$ cat src/pbcet_defines.svh
`ifndef PBCET_DEFINES_SVH
`define PBCET_DEFINES_SVH
// ==========================================================================
// Register byte offsets on the Avalon-MM slave
`define PBCET_OFS_CAP_CTRL 6'h00
`define PBCET_OFS_CAP_VALUE 6'h04
`define PBCET_OFS_OFF_SET 6'h08
`define PBCET_OFS_OFF_CNT 6'h0C
`define PBCET_OFS_WIN_SET 6'h10
`define PBCET_OFS_WIN_CNT 6'h14
`define PBCET_OFS_TRIG_SEL 6'h18
`define PBCET_OFS_TRIG_PRE 6'h1C
`define PBCET_OFS_FLAGS 6'h20
`define PBCET_OFS_FLAG_CLR 6'h24
`define PBCET_OFS_REF_SEL 6'h28
// ==========================================================================
// Field positions
`define PBCET_CAP_EN_BIT 0
`define PBCET_CAP_SHADOW_BIT 1
`define PBCET_SEL_B_EN_BIT 15
`define PBCET_SEL_B_LSB 12
`define PBCET_SEL_A_EN_BIT 11
`define PBCET_SEL_A_LSB 8
`define PBCET_SEL_I_EN_BIT 3
`define PBCET_SEL_I_LSB 0
`define PBCET_PRE_B_LSB 12
`define PBCET_PRE_A_LSB 8
`define PBCET_PRE_I_LSB 0
`define PBCET_FLAG_B_BIT 3
`define PBCET_FLAG_A_BIT 2
`define PBCET_FLAG_I_BIT 0
// ==========================================================================
// Reset values and write masks
`define PBCET_RST_16 16'h0000
`define PBCET_RST_8 8'h00
`define PBCET_TRIG_SEL_MASK 16'hFF0F
`define PBCET_TRIG_PRE_MASK 16'h3303
`endif

$ cat src/pbcet_pkg.sv
// ==========================================================================
// Shared types of the blanking, capture and event-trigger block
package pbcet_pkg;
	// Channel numbering of the three prescaled event outputs
	typedef enum logic [1:0] {
		PBCET_CH_START_A,
		PBCET_CH_START_B,
		PBCET_CH_IRQ
	} pbcet_chan_e;
	// Reference point choice for blanking and capture
	typedef enum logic [1:0] {
		PBCET_REF_PERIOD,
		PBCET_REF_ZERO,
		PBCET_REF_RSVD2,
		PBCET_REF_RSVD3
	} pbcet_ref_e;
	// Event selector code
	typedef logic [2:0] pbcet_evsel_t;
endpackage : pbcet_pkg

$ cat src/pbcet_prescaler.sv
`timescale 1ns/1ps
// ==========================================================================
// Event prescaler: counts selected events and emits one pulse per N events
module pbcet_prescaler
	import pbcet_pkg::*;
#(
	parameter int CNT_W = 2,
	parameter bit IRQ_MODE = 1'b0
) (
	input wire logic clk,
	input wire logic arst_n,
	input wire logic tick,
	input wire logic event_hit,
	input wire logic enable,
	input wire logic [CNT_W-1:0] prescale,
	input wire logic flag,
	output logic [CNT_W-1:0] count,
	output logic pulse
);
	// ==========================================================================
	// Elaboration check
	if (CNT_W < 1) begin : g_bad_width
		$error("pbcet_prescaler: CNT_W must be at least 1");
	end

	// ==========================================================================
	// State
	typedef struct packed {
		logic [CNT_W-1:0] cnt; // Events seen since last pulse
		logic pls; // Registered output pulse
	} pbcet_psc_s;

	pbcet_psc_s s; // Current state
	pbcet_psc_s next_s; // Next state

	// Counting and pulse decision, evaluated on time-base ticks only
	always_comb begin
		logic [CNT_W-1:0] bumped;
		logic blocked;
		bumped = s.cnt;
		blocked = 1'b0;
		next_s = s;
		next_s.pls = 1'b0;
		// Interrupt channel holds back while its flag is still set
		blocked = IRQ_MODE && flag;
		if (tick) begin
			if (prescale == '0) begin
				// Prescale zero disables counter and pulses
				next_s.cnt = '0;
			end else begin
				// Saturate at prescale so a held-off count stays pending
				if (event_hit && (s.cnt != prescale)) begin
					bumped = s.cnt + CNT_W'(1);
				end
				if (enable && !blocked && (bumped == prescale)) begin
					// Pulse on the Nth event even with flag set (SOC)
					next_s.pls = 1'b1;
					next_s.cnt = '0; // Auto-clear after each pulse
				end else begin
					next_s.cnt = bumped;
				end
			end
		end
	end

	// State register
	always_ff @(posedge clk or negedge arst_n) begin
		if (!arst_n) begin
			s <= '0;
		end else begin
			s <= next_s;
		end
	end

	assign count = s.cnt; // Read-only event count
	assign pulse = s.pls;
endmodule : pbcet_prescaler

$ cat src/pbcet_top.sv
// The register offsets and the Avalon-MM interface to the registers were left to the implementer.
`timescale 1ns/1ps
`include "pbcet_defines.svh"
module pbcet_top
	import pbcet_pkg::*;
#(
	parameter int CAP_W = 16,
	parameter int WIN_W = 8
) (
	input wire logic clk,
	input wire logic arst_n,
	// Avalon-MM slave
	input wire logic [5:0] address,
	input wire logic read,
	input wire logic write,
	input wire logic [31:0] writedata,
	input wire logic [3:0] byteenable,
	output logic [31:0] readdata,
	output logic waitrequest,
	// Time base side
	input wire logic timebase_tick,
	input wire logic [CAP_W-1:0] timebase_counter,
	input wire logic ctr_zero,
	input wire logic ctr_period,
	input wire logic compare_value_a_up,
	input wire logic compare_value_a_down,
	input wire logic compare_value_b_up,
	input wire logic compare_value_b_down,
	input wire logic compare_a_event1_start,
	input wire logic compare_b_event1_start,
	input wire logic filtered_compare_event,
	// Outputs
	output logic blank_window_active,
	output logic converter_start_a_pulse,
	output logic converter_start_b_pulse,
	output logic pwm_irq_pulse
);
	// ==========================================================================
	// Elaboration checks
	if (CAP_W != 16) begin : g_bad_cap
		$error("pbcet_top: CAP_W must be 16 to fit the register map");
	end
	if ((WIN_W < 1) || (WIN_W > 16)) begin : g_bad_win
		$error("pbcet_top: WIN_W must be 1 to 16");
	end

	// ==========================================================================
	// State of the block
	typedef struct packed {
		logic ack; // Second cycle of a bus access
		logic [31:0] rdata; // Registered read data
		logic cap_shadow_sel; // 1 bypasses shadow copy
		logic cap_en; // Capture enable
		logic [1:0] ref_sel; // Reference pulse select
		logic [15:0] cap_active; // Active capture value
		logic [15:0] cap_shadow; // Shadow capture value
		logic cap_done; // Capture taken this interval
		logic evt_prev; // Filtered event at previous tick
		logic [15:0] off_set; // Offset setting (shadow side)
		logic [15:0] off_cnt; // Offset down counter
		logic [WIN_W-1:0] win_set; // Window width setting
		logic [WIN_W-1:0] win_cnt; // Window down counter
		logic [15:0] tsel; // Trigger select register
		logic [15:0] tpre; // Prescale fields only
		logic [2:0] flags; // {start b, start a, irq} latched flags
	} pbcet_state_s;

	pbcet_state_s s; // Current state
	pbcet_state_s next_s; // Next state

	// ==========================================================================
	// Prescaler channel wiring
	logic [2:0] ch_hit; // Selected event per channel
	logic [2:0] ch_en; // Channel enable
	logic [2:0] ch_flag; // Latched flag per channel
	logic [1:0] ch_pre [3]; // Prescale per channel
	logic [1:0] ch_cnt [3]; // Event count per channel
	logic [2:0] ch_pulse; // Pulse per channel
	logic ref_hit; // Reference point at this tick
	logic bus_req; // Any access pending
	logic wr_go; // Write takes effect this edge

	// Decode a selector code to its time-base event
	function automatic logic ev_decode(input pbcet_evsel_t code, input logic dc_evt);
		logic hit;
		hit = 1'b0;
		unique case (code)
			3'h0: hit = dc_evt; // Compare event-1 start, none for irq
			3'h1: hit = ctr_zero;
			3'h2: hit = ctr_period;
			3'h3: hit = ctr_zero | ctr_period;
			3'h4: hit = compare_value_a_up;
			3'h5: hit = compare_value_a_down;
			3'h6: hit = compare_value_b_up;
			3'h7: hit = compare_value_b_down;
		endcase
		return hit;
	endfunction : ev_decode

	// Merge byte lanes of a write into a 16-bit register
	function automatic logic [15:0] lane16(input logic [15:0] old, input logic [31:0] wd,
		input logic [3:0] be);
		logic [15:0] res;
		res = old;
		if (be[0]) begin
			res[7:0] = wd[7:0];
		end
		if (be[1]) begin
			res[15:8] = wd[15:8];
		end
		return res;
	endfunction : lane16

	// Event selection for the three channels
	always_comb begin
		// Start A code 000 picks compare A event-1 start
		ch_hit[PBCET_CH_START_A] = ev_decode(s.tsel[`PBCET_SEL_A_LSB +: 3],
			compare_a_event1_start);
		// Start B code 000 picks compare B event-1 start
		ch_hit[PBCET_CH_START_B] = ev_decode(s.tsel[`PBCET_SEL_B_LSB +: 3],
			compare_b_event1_start);
		// Interrupt code 000 is reserved and selects nothing
		ch_hit[PBCET_CH_IRQ] = ev_decode(s.tsel[`PBCET_SEL_I_LSB +: 3], 1'b0);
		ch_en[PBCET_CH_START_A] = s.tsel[`PBCET_SEL_A_EN_BIT];
		ch_en[PBCET_CH_START_B] = s.tsel[`PBCET_SEL_B_EN_BIT];
		ch_en[PBCET_CH_IRQ] = s.tsel[`PBCET_SEL_I_EN_BIT];
		ch_flag[PBCET_CH_START_A] = s.flags[1];
		ch_flag[PBCET_CH_START_B] = s.flags[2];
		// A pulse still in flight counts as a set flag, so back-to-back ticks hold off
		ch_flag[PBCET_CH_IRQ] = s.flags[0] | ch_pulse[PBCET_CH_IRQ];
		ch_pre[PBCET_CH_START_A] = s.tpre[`PBCET_PRE_A_LSB +: 2];
		ch_pre[PBCET_CH_START_B] = s.tpre[`PBCET_PRE_B_LSB +: 2];
		ch_pre[PBCET_CH_IRQ] = s.tpre[`PBCET_PRE_I_LSB +: 2];
	end

	// ==========================================================================
	// One prescaler per channel; only the interrupt channel honours its flag
	for (genvar g = 0; g < 3; g++) begin : g_chan
		pbcet_prescaler #(
			.CNT_W(2),
			.IRQ_MODE(g == int'(PBCET_CH_IRQ))
		) u_psc (
			.clk(clk),
			.arst_n(arst_n),
			.tick(timebase_tick),
			.event_hit(ch_hit[g]),
			.enable(ch_en[g]),
			.prescale(ch_pre[g]),
			.flag(ch_flag[g]),
			.count(ch_cnt[g]),
			.pulse(ch_pulse[g])
		);
	end

	// Reference point; reserved select codes give no reference
	always_comb begin
		unique case (pbcet_ref_e'(s.ref_sel))
			PBCET_REF_PERIOD: ref_hit = ctr_period;
			PBCET_REF_ZERO: ref_hit = ctr_zero;
			PBCET_REF_RSVD2: ref_hit = 1'b0;
			PBCET_REF_RSVD3: ref_hit = 1'b0;
		endcase
	end

	// Bus handshake: every access waits exactly one cycle
	assign bus_req = read | write;
	assign wr_go = write & s.ack;

	// ==========================================================================
	// Main next-state logic
	always_comb begin
		logic off_expire;
		logic [31:0] rd;
		off_expire = 1'b0;
		rd = 32'h0000_0000;
		next_s = s;

		// Bus acknowledge toggles for one cycle per access
		next_s.ack = bus_req & ~s.ack;

		// Read mux, registered on the first cycle of a read
		unique case (address)
			`PBCET_OFS_CAP_CTRL: rd[1:0] = {s.cap_shadow_sel, s.cap_en};
			// One address, mode picks shadow or active
			`PBCET_OFS_CAP_VALUE: rd[15:0] = s.cap_shadow_sel ? s.cap_active : s.cap_shadow;
			`PBCET_OFS_OFF_SET: rd[15:0] = s.off_set;
			`PBCET_OFS_OFF_CNT: rd[15:0] = s.off_cnt;
			`PBCET_OFS_WIN_SET: rd[WIN_W-1:0] = s.win_set;
			`PBCET_OFS_WIN_CNT: rd[WIN_W-1:0] = s.win_cnt;
			`PBCET_OFS_TRIG_SEL: rd[15:0] = s.tsel;
			// Counts are read-only beside the prescale fields
			`PBCET_OFS_TRIG_PRE: rd[15:0] = s.tpre | {ch_cnt[PBCET_CH_START_B], 2'b00,
				ch_cnt[PBCET_CH_START_A], 6'h00, ch_cnt[PBCET_CH_IRQ], 2'b00};
			`PBCET_OFS_FLAGS: rd[3:0] = {s.flags[2:1], 1'b0, s.flags[0]};
			`PBCET_OFS_REF_SEL: rd[1:0] = s.ref_sel;
			default: rd = 32'h0000_0000; // Unmapped and clear register read zero
		endcase
		if (read && !s.ack) begin
			next_s.rdata = rd;
		end

		// Register writes on the edge where waitrequest is low
		if (wr_go) begin
			unique case (address)
				`PBCET_OFS_CAP_CTRL: begin
					if (byteenable[0]) begin
						next_s.cap_en = writedata[`PBCET_CAP_EN_BIT];
						next_s.cap_shadow_sel = writedata[`PBCET_CAP_SHADOW_BIT];
					end
				end
				`PBCET_OFS_OFF_SET: next_s.off_set = lane16(s.off_set, writedata, byteenable);
				`PBCET_OFS_WIN_SET: begin
					// Upper bits are reserved and ignored here
					if (byteenable[0]) begin
						next_s.win_set = writedata[WIN_W-1:0];
					end
				end
				`PBCET_OFS_TRIG_SEL: begin
					next_s.tsel = lane16(s.tsel, writedata, byteenable)
						& `PBCET_TRIG_SEL_MASK;
				end
				`PBCET_OFS_TRIG_PRE: begin
					next_s.tpre = lane16(s.tpre, writedata, byteenable)
						& `PBCET_TRIG_PRE_MASK;
				end
				`PBCET_OFS_REF_SEL: begin
					if (byteenable[0]) begin
						next_s.ref_sel = writedata[1:0];
					end
				end
				default: begin
					// Read-only, clear and unmapped words store nothing here
				end
			endcase
		end

		// Flag clear by writing ones; a pulse in the same cycle wins below
		if (wr_go && (address == `PBCET_OFS_FLAG_CLR) && byteenable[0]) begin
			if (writedata[`PBCET_FLAG_B_BIT]) begin
				next_s.flags[2] = 1'b0;
			end
			if (writedata[`PBCET_FLAG_A_BIT]) begin
				next_s.flags[1] = 1'b0;
			end
			if (writedata[`PBCET_FLAG_I_BIT]) begin
				next_s.flags[0] = 1'b0;
			end
		end
		// Latch flags from the pulses
		if (ch_pulse[PBCET_CH_START_B]) begin
			next_s.flags[2] = 1'b1;
		end
		if (ch_pulse[PBCET_CH_START_A]) begin
			next_s.flags[1] = 1'b1;
		end
		if (ch_pulse[PBCET_CH_IRQ]) begin
			next_s.flags[0] = 1'b1; // Blocks the next interrupt until cleared
		end

		// ==========================================================================
		// Time-base tick work: capture and blanking
		// No halt input exists; counting never stops for emulation
		if (timebase_tick) begin
			next_s.evt_prev = filtered_compare_event;
			if (ref_hit) begin
				// Shadow copy taken at the reference point
				if (!s.cap_shadow_sel) begin
					next_s.cap_shadow = s.cap_active;
				end
				next_s.cap_done = 1'b0; // Re-arm for the next capture
			end
			// Capture counter on rising edge, once per interval
			if (s.cap_en && filtered_compare_event && !s.evt_prev && !s.cap_done) begin
				next_s.cap_active = timebase_counter;
				next_s.cap_done = 1'b1;
			end

			// Offset counter: load at reference, then count down
			if (ref_hit) begin
				next_s.off_cnt = s.off_set;
				off_expire = (s.off_set == 16'h0000);
			end else if (s.off_cnt != 16'h0000) begin
				// Counts to zero then stops
				next_s.off_cnt = s.off_cnt - 16'h0001;
				off_expire = (s.off_cnt == 16'h0001);
			end

			// Window counter: load or restart on expiry
			if (off_expire) begin
				next_s.win_cnt = s.win_set;
			end else if (s.win_cnt != '0) begin
				// Runs on through period boundaries, holds at zero
				next_s.win_cnt = s.win_cnt - WIN_W'(1);
			end
		end
	end

	// ==========================================================================
	// State register
	always_ff @(posedge clk or negedge arst_n) begin
		if (!arst_n) begin
			s <= '0;
		end else begin
			s <= next_s;
		end
	end

	// ==========================================================================
	// Outputs
	assign waitrequest = bus_req & ~s.ack;
	assign readdata = s.rdata;
	assign blank_window_active = (s.win_cnt != '0); // Zero width gives none
	assign converter_start_a_pulse = ch_pulse[PBCET_CH_START_A];
	assign converter_start_b_pulse = ch_pulse[PBCET_CH_START_B];
	assign pwm_irq_pulse = ch_pulse[PBCET_CH_IRQ];
endmodule : pbcet_top

$ cat config.mk
export PLATFORM = sky130hd
export DESIGN_NAME = pbcet_top
export DESIGN_NICKNAME = d
export VERILOG_FILES = /design/src/pbcet_pkg.sv /design/src/pbcet_prescaler.sv /design/src/pbcet_top.sv
export VERILOG_INCLUDE_DIRS = /design/src
export SDC_FILE = /design/constraint.sdc
export NUM_CORES = 1
export LEC_CHECK = 0
export ABC_AREA = 0
export BUFFER_PORTS_ARGS = -buffer_cell sky130_fd_sc_hd__buf_2
export CAP_MARGIN = 40
export CORE_MARGIN = 2
export CORE_UTILIZATION = 57
export CTS_BUF_LIST = sky130_fd_sc_hd__clkbuf_4
export CTS_CLUSTER_DIAMETER = 30
export CTS_CLUSTER_SIZE = 40
export DETAILED_ROUTE_END_ITERATION = 16
export GPL_TIMING_DRIVEN = 0
export PLACE_DENSITY = 0.8
export SLEW_MARGIN = 20
export SYNTH_ARGS = -nofsm -noshare
export SYNTH_HDL_FRONTEND = slang
export SYNTH_HIERARCHICAL = 1
export SYNTH_SLANG_ARGS = --single-unit
$ cat constraint.sdc
create_clock -name clk -period 2.45 [get_ports clk]
set_input_delay 0.3675 -clock clk [delete_from_list [all_inputs] [get_ports clk]]
set_output_delay 0.3675 -clock clk [all_outputs]
set_load 0.02 [all_outputs]
==> results.rst <==
.. list-table::
   :header-rows: 1

   * - Metric
     - Value
   * - Antenna violations before repair
     - 1
   * - Final instance area
     - roughly 8600 sq um
   * - Initial standard-cell utilization of the core
     - 0.590
   * - Data required time at the worst endpoint
     - 2.08 ns
   * - Count of endpoints failing setup in the final report
     - 0
   * - Power after layout
     - 5.42 mW
   * - Per-cell via count in the routed design
     - approximately 6.2
   * - Comb pwr share
     - 0.212
   * - Kind of capture point of the worst setup path
     - primary output
   * - Root buffer cell
     - sky130_fd_sc_hd__clkbuf_4
   * - Total clock sinks
     - about 130
   * - Post-placement cell area
     - between 8000 and 9000 sq um
   * - Worst hold margin
     - roughly 0.036 ns
   * - Area growth syn-to-layout
     - 14.6%
   * - Share of synthesized registers carrying an async set or reset
     - 1.00
   * - Cell taking the most area after synthesis
     - sky130_fd_sc_hd__dfrtp_1
   * - Ordered cell list for the critical path
     - nor4_4 > and3_1 > buf_2 > inv_1 > buf_2
   * - Area of the core
     - 12700 sq um
   * - Clock tree from TritonCTS
     - yes
   * - Clock period minus worst slack
     - between 2 and 2.5 ns
   * - Cell count after synthesis
     - about 720
   * - Final nets
     - just over 900
   * - Wire length of the first global-routing pass
     - ~33000 um
   * - Die footprint
     - 14100 sq um
   * - Kind of critical path
     - flip-flop to primary output
   * - Share of Yosys cell area claimed by the top area cell type
     - 0.443
   * - Final Slew Violations
     - 0
   * - #FFs+latches synth
     - around 130
   * - Crit path arrival time
     - approximately 2.0 ns
   * - Fraction of power spent switching nets
     - 0.318
   * - Drt total wl
     - just over 20000 um
   * - Maximum net fanout on the critical path
     - 9
   * - Part of the Yosys area used for sequential elements
     - 0.443
   * - Largest stage delay on the critical path
     - between 0.4 and 0.5 ns
   * - Layout cells sized above 1
     - 0.316
   * - FMAX
     - ~420 MHz
   * - Detailed placement HPWL
     - ~15000 um
   * - Pin count of the biggest net entering global routing
     - 76
   * - Path category of the worst min-delay check
     - input port to flip-flop
   * - Max-cap viol count
     - 0
   * - Avg Synthesized Cell Area
     - approximately 10 sq um
   * - DIE HEIGHT
     - 119 um
   * - Primary flip-flop cell chosen by synthesis mapping
     - sky130_fd_sc_hd__dfrtp_1
   * - Remaining Overflow, GRT
     - 0
   * - Routed vias
     - approximately 6300
   * - Power per cell area
     - about 630 nW/um^2
   * - Clock transition time at the flip-flop clock pins of the worst setup and hold paths
     - ~0.10 ns
   * - Total of buffers placed on input and output ports
     - 73
   * - Number of warning messages in the yosys log
     - 6
   * - Boundary Pins
     - 109
   * - Top cell by count, worst path
     - sky130_fd_sc_hd__buf_2
   * - Number of global-route vias before repair
     - 6268
   * - Worst-case clock buffer depth
     - 2
   * - Number of synthesized flops with an enable pin
     - 0
   * - Fin Clk Skew
     - ~0.015 ns
   * - Leak pwr
     - between 4 and 5 nW
   * - Run status
     - complete, no violations
   * - Final worst setup slack
     - 0.0832 ns
   * - Sequential share of power
     - 0.494
   * - Count of antenna-violating nets left after detailed routing
     - 0
   * - Floorplan die width
     - 119 um
   * - Sw Pwr
     - roughly 1.7 mW
   * - Violation count after the first detailed-route iteration
     - between 400 and 500
   * - Post-route DRC violation count
     - 0
   * - Cell types with the largest area share after synthesis
     - sky130_fd_sc_hd__dfrtp_1, sky130_fd_sc_hd__mux2_2, sky130_fd_sc_hd__buf_4, sky130_fd_sc_hd__mux2i_1, sky130_fd_sc_hd__nand2_1
   * - Crit share post-route
     - 0.966
   * - Hold Violations, Final
     - 0
   * - Worst supply voltage drop on vdd
     - 0.000330 V
   * - Final total negative setup slack
     - 0 ns
   * - Critical Path Start Type
     - flip-flop
   * - Worst-case setup slack after placement
     - between 0.05 and 0.06 ns
   * - Commonest cells after routing, fill and taps aside
     - sky130_fd_sc_hd__dfrtp_1, sky130_fd_sc_hd__buf_2, sky130_fd_sc_hd__mux2_2
   * - Detailed-route wire length per cell
     - approximately 20 um
   * - Tot GR Track Use
     - 0.298
   * - Maximum level of the CTS H-tree
     - 4
   * - Total clock buffers created by CTS
     - 17
   * - Clk network pwr share
     - 0.294
   * - Netlist cell types
     - 70
   * - Fillers
     - just over 1000
   * - Netlist area before placement
     - between 7000 and 8000 sq um
   * - Slew headroom
     - 0.528
   * - Worst path slowest cell
     - sky130_fd_sc_hd__dfrtp_2
   * - # rows
     - between 40 and 50
   * - Pint
     - roughly 3.7 mW
   * - Pre-antenna DRT Iters
     - 7
   * - Routability-driven placement congestion ratio
     - ~0.95
   * - Most frequent standard cell in the layout excluding fill and tap cells
     - sky130_fd_sc_hd__dfrtp_1
   * - Clock latency on the worst-skew pair
     - ~0.56 ns
   * - Slew at the pin with the worst max-slew slack
     - ~0.71 ns
[repair_timing]
| item | CTS | global route |
|---|---|---|
| setup endpoints to repair | 1 | 20 |
| buffers inserted | 0 | 2 |
| resized for setup | 1 | 10 |
| hold buffers | 1 | 6 |
| endpoints found under the hold margin | 58 | 6 |
[Yosys cell counts, types with 6 or more instances]
library cell and count:
sky130_fd_sc_hd__a21o_1 8, sky130_fd_sc_hd__a21oi_1 22, sky130_fd_sc_hd__a221oi_1 7, sky130_fd_sc_hd__a22o_1 16, sky130_fd_sc_hd__and3_1 11, sky130_fd_sc_hd__buf_2 10, sky130_fd_sc_hd__buf_4 34, sky130_fd_sc_hd__clkbuf_1 18
sky130_fd_sc_hd__dfrtp_1 133, sky130_fd_sc_hd__inv_1 15, sky130_fd_sc_hd__mux2_2 77, sky130_fd_sc_hd__mux2i_1 25, sky130_fd_sc_hd__mux4_2 7, sky130_fd_sc_hd__nand2_1 51, sky130_fd_sc_hd__nand2b_1 9, sky130_fd_sc_hd__nand3_1 32
sky130_fd_sc_hd__nand4_1 6, sky130_fd_sc_hd__nor2_1 38, sky130_fd_sc_hd__nor2b_1 6, sky130_fd_sc_hd__nor3_1 26, sky130_fd_sc_hd__nor4_1 9, sky130_fd_sc_hd__o211ai_2 7, sky130_fd_sc_hd__o21ai_0 34, sky130_fd_sc_hd__o21ai_1 9
sky130_fd_sc_hd__o22ai_1 8, sky130_fd_sc_hd__o2bb2ai_1 6
[metal layers]
metal	wire length, um	share of wire	up-vias	global-route usage
li1	-	-	2843	-
met1	8350	0.41	3063	0.395
met2	9480	0.47	313	0.475
met3	1530	0.076	57	0.0637
met4	766	0.038	0	0.126
met5	0	0	-	0
[per-stage QoR]
step	utilization	cells
2_1_floorplan	-	732
6_report	0.677	1019
3_5_place_dp	0.643	978
4_1_cts	0.668	1010
3_3_place_gp	0.641	977
5_1_grt	0.677	1019
[worst max-delay path, delay by kind of cell (launching register included)]
kind,cells,cell delay (ns)
buffers and inverters,3,0.43
AND/OR/NAND/NOR,2,0.54
flip-flops,1,0.48
[area by class of cell]
type | count | area, sq um | area share
sequential | 133 | 3330 | 0.387
buffer | 67 | 415 | 0.0482
timing repair buffer | 83 | 488 | 0.0567
multi-input combinational | 517 | 3800 | 0.442
inverter | 15 | 56.3 | 0.00654
tap | 172 | 215 | 0.0250
clock inverter | 13 | 164 | 0.0190
antenna | 1 | 2.50 | 0.000291
clock buffer | 18 | 135 | 0.0157
[logic make-up after synthesis]
kind of cell,Yosys count,synth area share
AO/OA/AOI/OAI,156,0.150
XOR/XNOR,5,0.00583
adder cells (fa/ha/maj),6,0.00933
buffers and inverters,82,0.0626
flip-flops,133,0.443
multiplexers,111,0.173
other,1,0.000499
AND/OR/NAND/NOR,223,0.156
[path summary, 6_finish.rpt]
check                      slack [ns]  cells past startpoint                  endpoint            startpoint
min reg2reg                      0.49                      2               readdata[4]           readdata[4]
max reg2reg                      0.13                      7  g_chan[1].u_psc/count[1]                 s[31]
max                              0.08                      5       blank_window_active                 s[38]
min in group asynchronous        0.30                      2                 ch_pre[1]                arst_n
max in group asynchronous        1.44                      3                    s[114]                arst_n
min                              0.04                      2                    s[114]  timebase_counter[13]
[state kept, by name (all words and copies together), names as in the netlist]
register and count:
ch_pre 6, g_chan.u_psc/pulse 3, g_chan.u_psc/count 6, ch_en 3, readdata 16, s 97
ch_flag 2
[power groups by stage]
stage	clock (mW)	sequential (mW)	combinational, mW
3_3_place_gp	0	2.68	1.03
6_report	1.59	2.68	1.15
3_5_place_dp	0	2.69	1.07
5_1_grt	1.72	2.70	1.27
4_1_cts	1.61	2.65	1.08
2_1_floorplan	0	2.61	0.780
Power figures use the tool's default switching activity.
